==> src/hdl/icc_pkg.sv <==
// constants, types and capture buffer memory of the input capture channel
//==============================================================================
// Contract
// - idle-halt bit 13 stops channel in idle
// - bit 7 picks timer b or c
// - bits 6-5 set captures per interrupt
// - bit 4 read-only overflow flag
// - bit 3 shows buffer not empty
// - mode 111 is sleep/idle rising-edge wake interrupt
// - mode 110 unused, channel disabled
// - mode 101 captures every sixteenth rising edge
// - mode 100 captures every fourth rising edge
// - mode 011 captures every rising edge
// - mode 010 captures every falling edge
// - mode 001 captures both edges
// - every-edge mode ignores captures-per-interrupt field
// - mode 000 switches the channel off
// - unimplemented control bits read zero
// - capture latches the full 16-bit count
// - buffer holds four 16-bit entries
package icc_pkg;

  //============================================================================
  // sizes and bus
  localparam int unsigned DATA_W = 16;
  localparam int unsigned FIFO_DEPTH = 4;
  localparam int unsigned APB_AW = 12;
  localparam int unsigned APB_DW = 32;
  localparam int unsigned APB_SW = 4;
  localparam int unsigned CTRL_W = 16;
  localparam logic [APB_AW-1:0] ADDR_CTRL = 12'h000;
  localparam logic [APB_AW-1:0] ADDR_BUF = 12'h004;
  localparam int unsigned LANE_LO = 0;
  localparam int unsigned LANE_HI = 1;

  //============================================================================
  // control word layout
  localparam int unsigned BIT_IDLE_HALT = 13;
  localparam int unsigned BIT_TIMEBASE = 7;
  localparam int unsigned BIT_CPI_LO = 5;
  localparam int unsigned BIT_OVF = 4;
  localparam int unsigned BIT_BNE = 3;
  localparam int unsigned BIT_MODE_LO = 0;
  localparam logic [CTRL_W-1:0] CTRL_RSVD_MASK = 16'hDF00;

  //============================================================================
  // capture modes and prescaler
  localparam logic [2:0] MODE_OFF = 3'h0;
  localparam logic [2:0] MODE_EVERY_EDGE = 3'h1;
  localparam logic [2:0] MODE_FALL = 3'h2;
  localparam logic [2:0] MODE_RISE = 3'h3;
  localparam logic [2:0] MODE_RISE4 = 3'h4;
  localparam logic [2:0] MODE_RISE16 = 3'h5;
  localparam logic [2:0] MODE_UNUSED = 3'h6;
  localparam logic [2:0] MODE_WAKE = 3'h7;
  localparam logic [3:0] PRESC_LAST_4 = 4'h3;
  localparam logic [3:0] PRESC_LAST_16 = 4'hF;

  //============================================================================
  // types
  typedef struct packed {
    logic idle_halt;
    logic timebase_select;
    logic [1:0] captures_per_irq;
    logic [2:0] capture_mode_select;
  } icc_ctrl_t;

  localparam icc_ctrl_t CTRL_RESET = 7'h00;

  typedef enum logic [0:0] {PH_WAIT, PH_DONE} icc_apb_ph_t;

  // control word as software sees it; reserved bits stay zero
  function automatic logic [CTRL_W-1:0] icc_pack_ctrl(icc_ctrl_t c, logic ovf, logic bne);
    logic [CTRL_W-1:0] w;
    w = '0;
    w[BIT_IDLE_HALT] = c.idle_halt;
    w[BIT_TIMEBASE] = c.timebase_select;
    w[BIT_CPI_LO +: 2] = c.captures_per_irq;
    w[BIT_OVF] = ovf;
    w[BIT_BNE] = bne;
    w[BIT_MODE_LO +: 3] = c.capture_mode_select;
    return w;
  endfunction

  function automatic icc_ctrl_t icc_unpack_ctrl(logic [CTRL_W-1:0] w);
    icc_ctrl_t c;
    c.idle_halt = w[BIT_IDLE_HALT];
    c.timebase_select = w[BIT_TIMEBASE];
    c.captures_per_irq = w[BIT_CPI_LO +: 2];
    c.capture_mode_select = w[BIT_MODE_LO +: 3];
    return c;
  endfunction

endpackage // icc_pkg

//==============================================================================
// capture buffer storage with registered, write-through read port
module icc_fifo_mem
  import icc_pkg::*;
#(
  parameter int unsigned WIDTH = DATA_W,
  parameter int unsigned DEPTH = FIFO_DEPTH,
  parameter int unsigned AW = $clog2(DEPTH)
) (
  // clock and reset
  input wire logic clk_sys_in,
  input wire logic rst_in,
  // write port
  input wire logic wr_en_in,
  input wire logic [AW-1:0] wr_addr_in,
  input wire logic [WIDTH-1:0] wr_data_in,
  // read port, address is the next read pointer
  input wire logic [AW-1:0] rd_addr_in,
  output logic [WIDTH-1:0] rd_data_out
);

  logic [WIDTH-1:0] mem_q [DEPTH];
  logic [WIDTH-1:0] mem_d [DEPTH];
  logic [WIDTH-1:0] rd_q;
  logic [WIDTH-1:0] rd_d;

  // write-through keeps the output right when a value lands in an empty buffer
  always_comb begin
    mem_d = mem_q;
    if (wr_en_in) begin
      mem_d[wr_addr_in] = wr_data_in;
    end
    if (wr_en_in && (wr_addr_in == rd_addr_in)) begin
      rd_d = wr_data_in;
    end else begin
      rd_d = mem_q[rd_addr_in];
    end
  end

  always_ff @(posedge clk_sys_in) begin
    if (rst_in) begin
      mem_q <= '{default: '0};
      rd_q <= '0;
    end else begin
      mem_q <= mem_d;
      rd_q <= rd_d;
    end
  end

  assign rd_data_out = rd_q;

endmodule // icc_fifo_mem

==> src/hdl/icc_capture_channel.sv <==
// input capture channel: apb registers, pin edge detect, prescaler, capture buffer
//
// Added by the designer: the register offsets and the APB register port.
module icc_capture_channel
  import icc_pkg::*;
#(
  parameter int unsigned DEPTH = FIFO_DEPTH,
  parameter int unsigned TW = DATA_W
) (
  // clock and reset
  input wire logic clk_sys_in,
  input wire logic rst_in,
  // apb slave
  input wire logic psel_in,
  input wire logic penable_in,
  input wire logic pwrite_in,
  input wire logic [APB_AW-1:0] paddr_in,
  input wire logic [APB_DW-1:0] pwdata_in,
  input wire logic [APB_SW-1:0] pstrb_in,
  output logic [APB_DW-1:0] prdata_out,
  output logic pready_out,
  output logic pslverr_out,
  // capture pin and time bases
  input wire logic capture_input_pin_in,
  input wire logic [TW-1:0] timer_b_count_in,
  input wire logic [TW-1:0] timer_c_count_in,
  // cpu power state
  input wire logic cpu_idle_in,
  input wire logic cpu_sleep_in,
  // event towards the interrupt controller
  output logic capture_irq_out
);

  localparam int unsigned AW = $clog2(DEPTH);
  localparam int unsigned CW = $clog2(DEPTH + 1);

  //============================================================================
  // declarations
  logic pin_s1_q, pin_s1_d;
  logic pin_s2_q, pin_s2_d;
  logic pin_prev_q, pin_prev_d;
  logic rise_w, fall_w;
  icc_ctrl_t ctrl_q, ctrl_d;
  icc_ctrl_t wr_fields_w;
  logic [2:0] mode_w;
  logic [AW-1:0] wr_ptr_q, wr_ptr_d;
  logic [AW-1:0] rd_ptr_q, rd_ptr_d;
  logic [CW-1:0] count_q, count_d;
  logic ovf_q, ovf_d;
  logic [3:0] presc_q, presc_d;
  logic [1:0] irqcnt_q, irqcnt_d;
  logic irq_q, irq_d;
  logic halt_w, presc_hit_w, event_w, cap_w, full_w, bne_w;
  logic push_w, pop_w, flush_w;
  logic [TW-1:0] cap_value_w;
  logic [TW-1:0] buf_rdata_w;
  icc_apb_ph_t ph_q, ph_d;
  logic [APB_DW-1:0] prdata_q, prdata_d;
  logic acc_w, load_w, pready_w, hit_ctrl_w, hit_buf_w, wr_ctrl_w, rd_buf_w;

  //============================================================================
  // pin front end
  // two flops before any logic looks at the pin, a third for edge detection
  always_comb begin
    pin_s1_d = capture_input_pin_in;
    pin_s2_d = pin_s1_q;
    pin_prev_d = pin_s2_q;
  end

  always_ff @(posedge clk_sys_in) begin
    if (rst_in) begin
      pin_s1_q <= 1'b0;
      pin_s2_q <= 1'b0;
      pin_prev_q <= 1'b0;
    end else begin
      pin_s1_q <= pin_s1_d;
      pin_s2_q <= pin_s2_d;
      pin_prev_q <= pin_prev_d;
    end
  end

  assign rise_w = pin_s2_q & ~pin_prev_q;
  assign fall_w = ~pin_s2_q & pin_prev_q;

  //============================================================================
  // apb slave
  // two access cycles: the first loads read data into a flop, the second answers
  assign acc_w = psel_in & penable_in;
  assign load_w = acc_w & (ph_q == PH_WAIT);
  assign pready_w = acc_w & (ph_q == PH_DONE);
  assign hit_ctrl_w = (paddr_in == ADDR_CTRL);
  assign hit_buf_w = (paddr_in == ADDR_BUF);
  assign wr_ctrl_w = pready_w & pwrite_in & hit_ctrl_w;
  assign rd_buf_w = pready_w & ~pwrite_in & hit_buf_w;
  assign wr_fields_w = icc_unpack_ctrl(pwdata_in[CTRL_W-1:0]);

  always_comb begin
    ph_d = load_w ? PH_DONE : PH_WAIT;
    prdata_d = prdata_q;
    if (load_w) begin
      prdata_d = '0;
      if (!pwrite_in && hit_ctrl_w) begin
        prdata_d[CTRL_W-1:0] = icc_pack_ctrl(ctrl_q, ovf_q, bne_w);
      end else if (!pwrite_in && hit_buf_w && bne_w) begin
        prdata_d[TW-1:0] = buf_rdata_w; // oldest entry
      end
    end
  end

  always_ff @(posedge clk_sys_in) begin
    if (rst_in) begin
      ph_q <= PH_WAIT;
      prdata_q <= '0;
    end else begin
      ph_q <= ph_d;
      prdata_q <= prdata_d;
    end
  end

  assign prdata_out = prdata_q;
  assign pready_out = pready_w;
  assign pslverr_out = pready_w & ~(hit_ctrl_w | hit_buf_w);

  //============================================================================
  // event decode
  assign mode_w = ctrl_q.capture_mode_select;
  // sleep stops the channel clock in a real part, so normal captures stop too
  assign halt_w = (ctrl_q.idle_halt & cpu_idle_in) | cpu_sleep_in;
  assign presc_hit_w = ((mode_w == MODE_RISE4) && (presc_q == PRESC_LAST_4))
                     || ((mode_w == MODE_RISE16) && (presc_q == PRESC_LAST_16));

  // which pin activity counts as a capture in each mode
  always_comb begin
    unique case (mode_w)
      MODE_OFF: event_w = 1'b0;
      MODE_EVERY_EDGE: event_w = rise_w | fall_w;
      MODE_FALL: event_w = fall_w;
      MODE_RISE: event_w = rise_w;
      MODE_RISE4: event_w = rise_w & presc_hit_w;
      MODE_RISE16: event_w = rise_w & presc_hit_w;
      MODE_UNUSED: event_w = 1'b0;
      MODE_WAKE: event_w = 1'b0; // pin is only a wake source here
    endcase
  end

  assign cap_w = event_w & ~halt_w;
  assign full_w = (count_q == CW'(DEPTH));
  assign bne_w = (count_q != '0);
  assign push_w = cap_w & ~full_w; // full buffer drops the value
  assign pop_w = rd_buf_w & bne_w;
  assign flush_w = wr_ctrl_w & pstrb_in[LANE_LO] & (wr_fields_w.capture_mode_select == MODE_OFF);
  assign cap_value_w = ctrl_q.timebase_select ? timer_b_count_in : timer_c_count_in;

  //============================================================================
  // channel state: control, buffer pointers, prescaler, interrupt pacing
  always_comb begin
    ctrl_d = ctrl_q;
    wr_ptr_d = wr_ptr_q;
    rd_ptr_d = rd_ptr_q;
    presc_d = presc_q;
    irqcnt_d = irqcnt_q;
    irq_d = 1'b0;
    // byte lanes: low lane holds mode, pacing and timebase, high lane idle halt
    if (wr_ctrl_w && pstrb_in[LANE_LO]) begin
      ctrl_d.timebase_select = wr_fields_w.timebase_select;
      ctrl_d.captures_per_irq = wr_fields_w.captures_per_irq;
      ctrl_d.capture_mode_select = wr_fields_w.capture_mode_select;
    end
    if (wr_ctrl_w && pstrb_in[LANE_HI]) begin
      ctrl_d.idle_halt = wr_fields_w.idle_halt;
    end
    // buffer pointers wrap naturally, so depth must be a power of two
    if (push_w) begin
      wr_ptr_d = wr_ptr_q + 1'b1;
    end
    if (pop_w) begin
      rd_ptr_d = rd_ptr_q + 1'b1;
    end
    count_d = count_q + CW'(push_w) - CW'(pop_w);
    // a set wins over the clear that switching off performs
    ovf_d = (cap_w & full_w) | (ovf_q & ~flush_w);
    if (flush_w) begin
      wr_ptr_d = '0;
      rd_ptr_d = '0;
      count_d = '0;
    end
    // prescaler counts rising edges only in the divided modes
    if ((mode_w == MODE_RISE4) || (mode_w == MODE_RISE16)) begin
      if (rise_w && !halt_w) begin
        presc_d = presc_hit_w ? 4'h0 : presc_q + 4'h1;
      end
    end else begin
      presc_d = 4'h0;
    end
    // interrupt pacing; the wake mode ignores every other control bit
    if (mode_w == MODE_WAKE) begin
      irq_d = rise_w & (cpu_sleep_in | cpu_idle_in);
    end else if (cap_w) begin
      if ((mode_w == MODE_EVERY_EDGE) || (irqcnt_q == ctrl_q.captures_per_irq)) begin
        irq_d = 1'b1;
        irqcnt_d = 2'h0;
      end else begin
        irqcnt_d = irqcnt_q + 2'h1;
      end
    end
    // a new setting restarts both counters from a clean point
    if (wr_ctrl_w) begin
      presc_d = 4'h0;
      irqcnt_d = 2'h0;
    end
  end

  always_ff @(posedge clk_sys_in) begin
    if (rst_in) begin
      ctrl_q <= CTRL_RESET;
      wr_ptr_q <= '0;
      rd_ptr_q <= '0;
      count_q <= '0;
      ovf_q <= 1'b0;
      presc_q <= 4'h0;
      irqcnt_q <= 2'h0;
      irq_q <= 1'b0;
    end else begin
      ctrl_q <= ctrl_d;
      wr_ptr_q <= wr_ptr_d;
      rd_ptr_q <= rd_ptr_d;
      count_q <= count_d;
      ovf_q <= ovf_d;
      presc_q <= presc_d;
      irqcnt_q <= irqcnt_d;
      irq_q <= irq_d;
    end
  end

  assign capture_irq_out = irq_q;

  //============================================================================
  // capture buffer storage, read at the next read pointer
  icc_fifo_mem #(
    .WIDTH(TW),
    .DEPTH(DEPTH),
    .AW(AW)
  ) u_buf (
    .clk_sys_in(clk_sys_in),
    .rst_in(rst_in),
    .wr_en_in(push_w),
    .wr_addr_in(wr_ptr_q),
    .wr_data_in(cap_value_w),
    .rd_addr_in(rd_ptr_d),
    .rd_data_out(buf_rdata_w)
  );
endmodule // icc_capture_channel

==> config.mk <==
export PLATFORM = sky130hd
export DESIGN_NAME = icc_capture_channel
export DESIGN_NICKNAME = d
export VERILOG_FILES = /design/src/hdl/icc_pkg.sv /design/src/hdl/icc_capture_channel.sv
export SDC_FILE = /design/constraint.sdc
export NUM_CORES = 1
export LEC_CHECK = 0
export ABC_CLOCK_PERIOD_IN_PS = 3500
export CAP_MARGIN = 20
export CORE_MARGIN = 2
export CORE_UTILIZATION = 35
export DETAILED_ROUTE_END_ITERATION = 6
export DONT_BUFFER_PORTS = 1
export GPL_ROUTABILITY_DRIVEN = 0
export MAX_ROUTING_LAYER = met4
export PLACE_DENSITY = 0.55
export SLEW_MARGIN = 20
export SYNTH_ARGS = -nofsm -noshare
export SYNTH_HDL_FRONTEND = slang
export SYNTH_SLANG_ARGS = --single-unit
==> constraint.sdc <==
create_clock -name clk_sys_in -period 3.5 [get_ports clk_sys_in]
set_clock_uncertainty 0.1 [all_clocks]
set_input_delay 0.7 -clock clk_sys_in [delete_from_list [all_inputs] [get_ports clk_sys_in]]
set_output_delay 0.7 -clock clk_sys_in [all_outputs]
set_load 0.05 [all_outputs]
==> summary.md, run 1 <==
| Metric | Value |
|---|---|
| Hold slack final | `about 0.26 ns` |
| Largest net degree at the start of global routing | `about 120` |
| Fin crit share | `slightly below 80%` |
| Sequential share of the synthesized area | `41.8%` |
| Commonest non-fill, non-tap cell in the layout | `dfxtp_1` |
| Yosys reg bits | `122` |
| Layout cells sized above 1 | `around 11%` |
| R2R Path Start | `mode_w[0]` |
| # port buffers | `0` |
| Worst R2R Setup Slack | `about 0.78 ns` |
| DP Wirelength | `about 9.9 mm` |
| Finished Cell Area | `between 0.006 and 0.007 mm^2` |
| Cells after Synth | `656` |
| Die area | `0.0178 mm^2` |
| Worst-Margin Slew | `around 0.80 ns` |
| Cell variety after synth | `56` |
| Final Hold Viols | `0` |
| CTS Sinks | `122` |
| CP Data Arrival Time | `slightly below 3 ns` |
| Type of the tightest min-delay check | `in -> reg` |
| Max Cap Viol | `0` |
| Global Route Usage Sum | `a little under a fifth` |
| First-pass GRT wire length | `roughly 24 mm` |
| Post-detailed-route count of antenna-violating nets | `0` |
| First DRT Iteration DRCs | `296` |
| Core Footprint | `0.0165 mm^2` |
| Post-cts sizing count | `0` |
| Synth Cell Area | `0.00585 mm^2` |
| Largest fanout on the critical path | `9` |
| Die W | `approximately 130 um` |
| Antenna violations before repair | `0` |
| Hold_buf cts | `0` |
| ANT cells | `0` |
| Die H | `133 um` |
| Ys async rst share | `0%` |
| Setup CP Type | `reg -> reg` |
| RSZ-0062 raised after global routing | `false` |
| Nets | `735` |
| Via density | `between 5 and 6` |
| DP Area | `0.00592 mm^2` |
| Post-synth EDFFs | `0` |
| Most frequent cells in the layout | `dfxtp_1 (122), nor2_1 (94), a211oi_1 (65)` |
| Startpoint types | `flip-flop` |
| H-tree depth | `4` |
| Wire per inst | `between 15 and 20 um` |
| TNS Setup | `0 ns` |
| Number of global-route vias before repair | `4,491` |
| Max Root-Sink Buffers | `2` |
| Clock root cell | `clkbuf_16` |
| IO Pins | `123` |
| IR drop worst, VDD | `between 0.0003 and 0.0004 V` |
| Fin. max-slew vios | `0` |
| Status | `finished, final reports clean` |
| CTS clock-pin slew for the worst setup and hold paths | `0.05 ns` |
| Relative slew slack | `between 40% and 50%` |
| Average cell area after synthesis | `about 8.9 um^2` |
| FF-to-FF End | `count_q[2]` |
| Setup WS pre-CTS | `around 0.63 ns` |
| Worst reg2reg path depth | `10` |
| DR DRC count | `0` |
| Final Critical Period | `roughly 2.7 ns` |
| Cells on Worst Hold Path | `1` |
| DR vias | `between 4,000 and 5,000` |
| Overflow after GRT | `0` |
| Number of CTS-inserted buffers | `17` |
| Drt first pass iters | `5` |
| CP Data Required Time | `between 3 and 4 ns` |
| Setup violators final | `0` |
| Ys flop type | `dfxtp_1` |
| Lkg Pwr | `about 2.1 nW` |
| Postcts setup bufs | `0` |
| CTS tree | `done` |
| Rows | `47` |
| Hold path endpoint | `mode_w[0]` |
| F_max | `about 370 MHz` |
| P&R area growth vs syn | `11.7%` |
| WL final | `roughly 15 mm` |
| Initial Utilization | `~36%` |
| Critical Path Sink Type | `flip-flop` |
| Slack of the critical path | `0.781 ns` |
| Clock latency on the worst-skew pair | `~0.42 ns` |
| Hold path startpoint | `rst_in` |
| Pwr dens | `slightly above 500 mW/mm^2` |
| Synthesis Warnings | `0` |
==> worst max-delay path by stage <==
stage | slack [ns] | depth (start not counted) | from | endpoint
6_report | 0.78 | 10 | mode_w[0] | count_q[2]
5_1_grt | 0.60 | 11 | pin_prev_d | count_q[2]
4_1_cts | 0.75 | 11 | pin_prev_d | count_q[2]
3_5_place_dp | 0.63 | 10 | cpu_idle_in | count_q[2]
3_3_place_gp | 0.68 | 10 | cpu_idle_in | count_q[2]
2_1_floorplan | 0.89 | 10 | cpu_idle_in | count_q[2]
==> registers in the layout, indices dropped and copies added (netlist names) <==
signal,flops
irqcnt_q,2
prdata_out,16
wr_ptr_q,2
ctrl_q,4
mode_w,3
count_q,3
capture_irq_out,1
u_buf.mem_q,64
presc_q,4
pin_prev_d,1
pin_prev_q,1
pin_s1_q,1
u_buf.rd_data_out,16
ovf_q,1
ph_q,1
rd_ptr_q,2
==> cells by family after synthesis <==
family | Yosys count | share of synthesized area (%)
AO/OA/AOI/OAI | 165 | 21.0
XOR/XNOR | 8 | 1.20
adder cells (fa/ha/maj) | 10 | 2.27
buffers and inverters | 84 | 7.51
flip-flops | 122 | 41.8
multiplexers | 49 | 8.39
other | 1 | 0.0642
AND/OR/NAND/NOR | 217 | 17.8
==> stage by stage <==
stage	utilization (%)	cells	total power, mW
6_report	39.7	870	3.32
5_1_grt	39.7	870	3.43
4_1_cts	39.7	870	3.36
2_1_floorplan	-	671	1.57
3_3_place_gp	36.0	838	1.56
3_5_place_dp	36.0	838	1.56
==> layout make-up <==
| type | instances | area [um^2] |
|---|---|---|
| repair buffers | 17 | 128 |
| multi-input cells | 465 | 3030 |
| fillers | 1626 | 9930 |
| clock buffers | 25 | 495 |
| clock inverters | 7 | 113 |
| flip-flops and latches | 122 | 2440 |
| well taps | 220 | 275 |
| inverters | 14 | 52.6 |
==> cells in the mapped netlist (12+ instances only) <==
cell type  number  share of area (%)
dfxtp_1       122                 42
nor2_1         94                6.0
a211oi_1       65                8.3
mux2i_1        49                8.4
nand2_1        33                2.1
a21oi_1        27                2.3
clkbuf_1       25                1.6
nor3_1         23                2.0
buf_2          20                1.7
buf_4          17                2.2
o211ai_1       17                2.2
or2_2          17                1.8
o2111ai_1      16                2.4
o21bai_1       16                2.1
inv_1          12               0.77
nand3_1        12                1.0
==> power by group <==
| part | switching (mW) | internal (mW) | total, mW |
|---|---|---|---|
| Clock | 0.601 | 1.19 | 1.79 |
| Combinational | 0.0808 | 0.0252 | 0.106 |
| Sequential | 0.0265 | 1.40 | 1.42 |
==> layer usage <==
metal	share of wire, %	global-route usage [%]	vias to the layer above
met2	47	29.2	144
met3	5.9	4.72	22
met4	1.3	5.79	0
met5	0	-	-
met1	45	21.9	2234
li1	-	-	2305
==> worst max-delay path, cell delays in order, from the launching register on <==
cell and delay (ns):
dfxtp_1 0.40, or3_4 0.40, a21o_1 0.22, a21boi_4 0.28
inv_2 0.08, ha_1 0.28, inv_1 0.04, ha_1 0.18
fa_1 0.38, xnor2_1 0.14, nor3_1 0.14
(Power assumes the default switching activity.)
==> run 2, diff against run 1 <==
--- a/config.mk
+++ b/config.mk
@@ -5,7 +5,7 @@
 export SDC_FILE = /design/constraint.sdc
 export NUM_CORES = 1
 export LEC_CHECK = 0
-export ABC_CLOCK_PERIOD_IN_PS = 3500
+export ABC_CLOCK_PERIOD_IN_PS = 2700
 export CAP_MARGIN = 20
 export CORE_MARGIN = 2
 export CORE_UTILIZATION = 35
==> constraint.sdc (replaced) <==
create_clock -name clk_sys_in -period 2.7 [get_ports clk_sys_in]
set_clock_uncertainty 0.1 [all_clocks]
set_input_delay 0.54 -clock clk_sys_in [delete_from_list [all_inputs] [get_ports clk_sys_in]]
set_output_delay 0.54 -clock clk_sys_in [all_outputs]
set_load 0.05 [all_outputs]
==> summary.md, run 2 (same netlist as run 1, synthesis figures left out) <==
| Metric | Value |
|---|---|
| Startpoint types | `flip-flop` |
| Finished Cell Area | `between 0.006 and 0.007 mm^2` |
| Setup WS pre-CTS | `roughly 0.12 ns` |
| Critical Path Sink Type | `flip-flop` |
| Sw power | `roughly 0.90 mW` |
| Die W | `between 100 and 150 um` |
| Global Route Usage Sum | `around 18%` |
| Clock latency on the worst-skew pair | `between 0.4 and 0.5 ns` |
| Setup violators final | `0` |
| Final Hold Viols | `0` |
| Max Root-Sink Buffers | `2` |
| Max reg flops | `64` |
| Via density | `~5.4` |
| CTS Sinks | `~120` |
| H-tree depth | `4` |
| Worst stage delay on the critical path | `around 0.39 ns` |
| Core Footprint | `0.0165 mm^2` |
| Power share of the clock group | `50.5%` |
| Clock root cell | `clkbuf_16` |
| Power share of the combinational group | `between 3 and 4%` |
| CP Data Required Time | `2.89 ns` |
| DP Area | `0.00603 mm^2` |
| Worst path bufs/invs | `4` |
| Layout cells sized above 1 | `a little under an eighth` |
| Status | `finished, final reports clean` |
| DP Wirelength | `9.94 mm` |
| Most frequent cells in the layout | `dfxtp_1 (122), nor2_1 (94), a211oi_1 (65)` |
| # port buffers | `0` |
| First DRT Iteration DRCs | `between 200 and 300` |
| Lkg Pwr | `2.11 nW` |
| Hold slack final | `0.100 ns` |
| ANT cells | `0` |
| Fillers | `1,644` |
| Wire per inst | `~17 um` |
| Largest fanout on the critical path | `4` |
| Slack of the critical path | `between 0.1 and 0.15 ns` |
| Largest Register | `u_buf.mem_q` |
| Commonest non-fill, non-tap cell in the layout | `dfxtp_1` |
| Worst-path cell chain | `inv_1, ha_2, inv_1, a311o_1, a21boi_4, inv_2, ha_1, inv_1, ha_1, fa_1, xnor2_1, nor3_1` |
| Relative slew slack | `between 30% and 40%` |
| DR vias | `between 4,000 and 5,000` |
| Sequential share of power | `between 40% and 50%` |
| Post-detailed-route count of antenna-violating nets | `0` |
| Final Critical Period | `roughly 2.6 ns` |
| IR drop worst, VDD | `approximately 0.0004 V` |
| Pint | `between 3 and 4 mW` |
| IO Pins | `~120` |
| RSZ-0062 raised after global routing | `false` |
| Pwr dens | `slightly above 600 mW/mm^2` |
| Max Cap Viol | `0` |
| Fin. max-slew vios | `0` |
| Die H | `between 100 and 150 um` |
| Number of global-route vias before repair | `around 4,700` |
| Worst-Margin Slew | `1.01 ns` |
| Rows | `47` |
| Initial Utilization | `35.5%` |
| Nets | `around 740` |
| Setup CP Type | `reg -> reg` |
| Type of the tightest min-delay check | `in -> reg` |
| CP max-delay cell | `a311o_1` |
| Overflow after GRT | `0` |
| Die area | `about 0.018 mm^2` |
| CTS clock-pin slew for the worst setup and hold paths | `approximately 0.050 ns` |
| Fin crit share | `95.6%` |
| Number of CTS-inserted buffers | `17` |
| Antenna violations before repair | `0` |
| Sw Ratio | `22.5%` |
| TNS Setup | `0 ns` |
| CTS tree | `done` |
| Drt first pass iters | `4` |
| F_max | `roughly 390 MHz` |
| Cell family with most CP delay | `adder cells` |
| DR DRC count | `0` |
| First-pass GRT wire length | `~25 mm` |
| Top cell by count, worst path | `inv_1` |
| Largest net degree at the start of global routing | `117` |
| Postcts setup bufs | `0` |
| WL final | `about 15 mm` |
| CP Data Arrival Time | `~2.8 ns` |
| P&R area growth vs syn | `12.2%` |
## run 2: repair_timing
item	in CTS	in global routing
gates resized for setup	0	1
hold endpoints to repair	0	0
hold buffers	0	0
endpoints found under the setup margin	0	2
## run 2: final timing paths
path,from,end,slack [ns],cells past startpoint
setup / recovery,pin_prev_q,count_q[2],0.12,12
hold / removal,rst_in,ctrl_q[3],0.1,1
setup reg to reg,pin_prev_q,count_q[2],0.12,12
hold reg to reg,u_buf.rd_data_out[8],prdata_out[8],0.36,2
## run 2: layout make-up
cell class | count | area, um^2 | area share (%)
clock buffer | 21 | 450 | 6.87
clock inverter | 10 | 77.6 | 1.18
inverter | 14 | 52.6 | 0.801
multi-input combinational | 465 | 3030 | 46.2
sequential | 122 | 2440 | 37.2
tap | 220 | 275 | 4.20
timing repair buffer | 21 | 233 | 3.55
## run 2: worst reg2reg max path: stages (launching register included)
cell	delay [ns]
dfxtp_1	0.31
inv_1	0.06
ha_2	0.21
inv_1	0.05
a311o_1	0.39
a21boi_4	0.17
inv_2	0.06
ha_1	0.28
inv_1	0.05
ha_1	0.18
fa_1	0.38
xnor2_1	0.16
nor3_1	0.06
## run 2: layer usage
layer  part of all wire (%)  up-vias  global-route usage [%]
li1                       -     2311                       -
met1                     46     2272                    22.4
met2                     47      114                    29.2
met3                    4.9       23                    4.00
met4                    1.7        0                    6.86
met5                      0        -                       -
## run 2: power by group through the flow
stage	clock network, mW	registers [mW]	logic (mW)
floorplan	0	1.88	0.155
global placement	0	1.88	0.136
CTS	2.08	1.85	0.139
detailed placement	0	1.89	0.138
finish	2.03	1.85	0.139
global route	2.17	1.85	0.150
## run 2: metrics by stage
step / instances / utilization [%] / power (mW)
floorplan: 671 / - / 2.04
global placement: 842 / 36.6 / 2.02
detailed placement: 842 / 36.6 / 2.02
CTS: 873 / 39.8 / 4.06
global route: 873 / 39.8 / 4.17
finish: 873 / 39.8 / 4.01
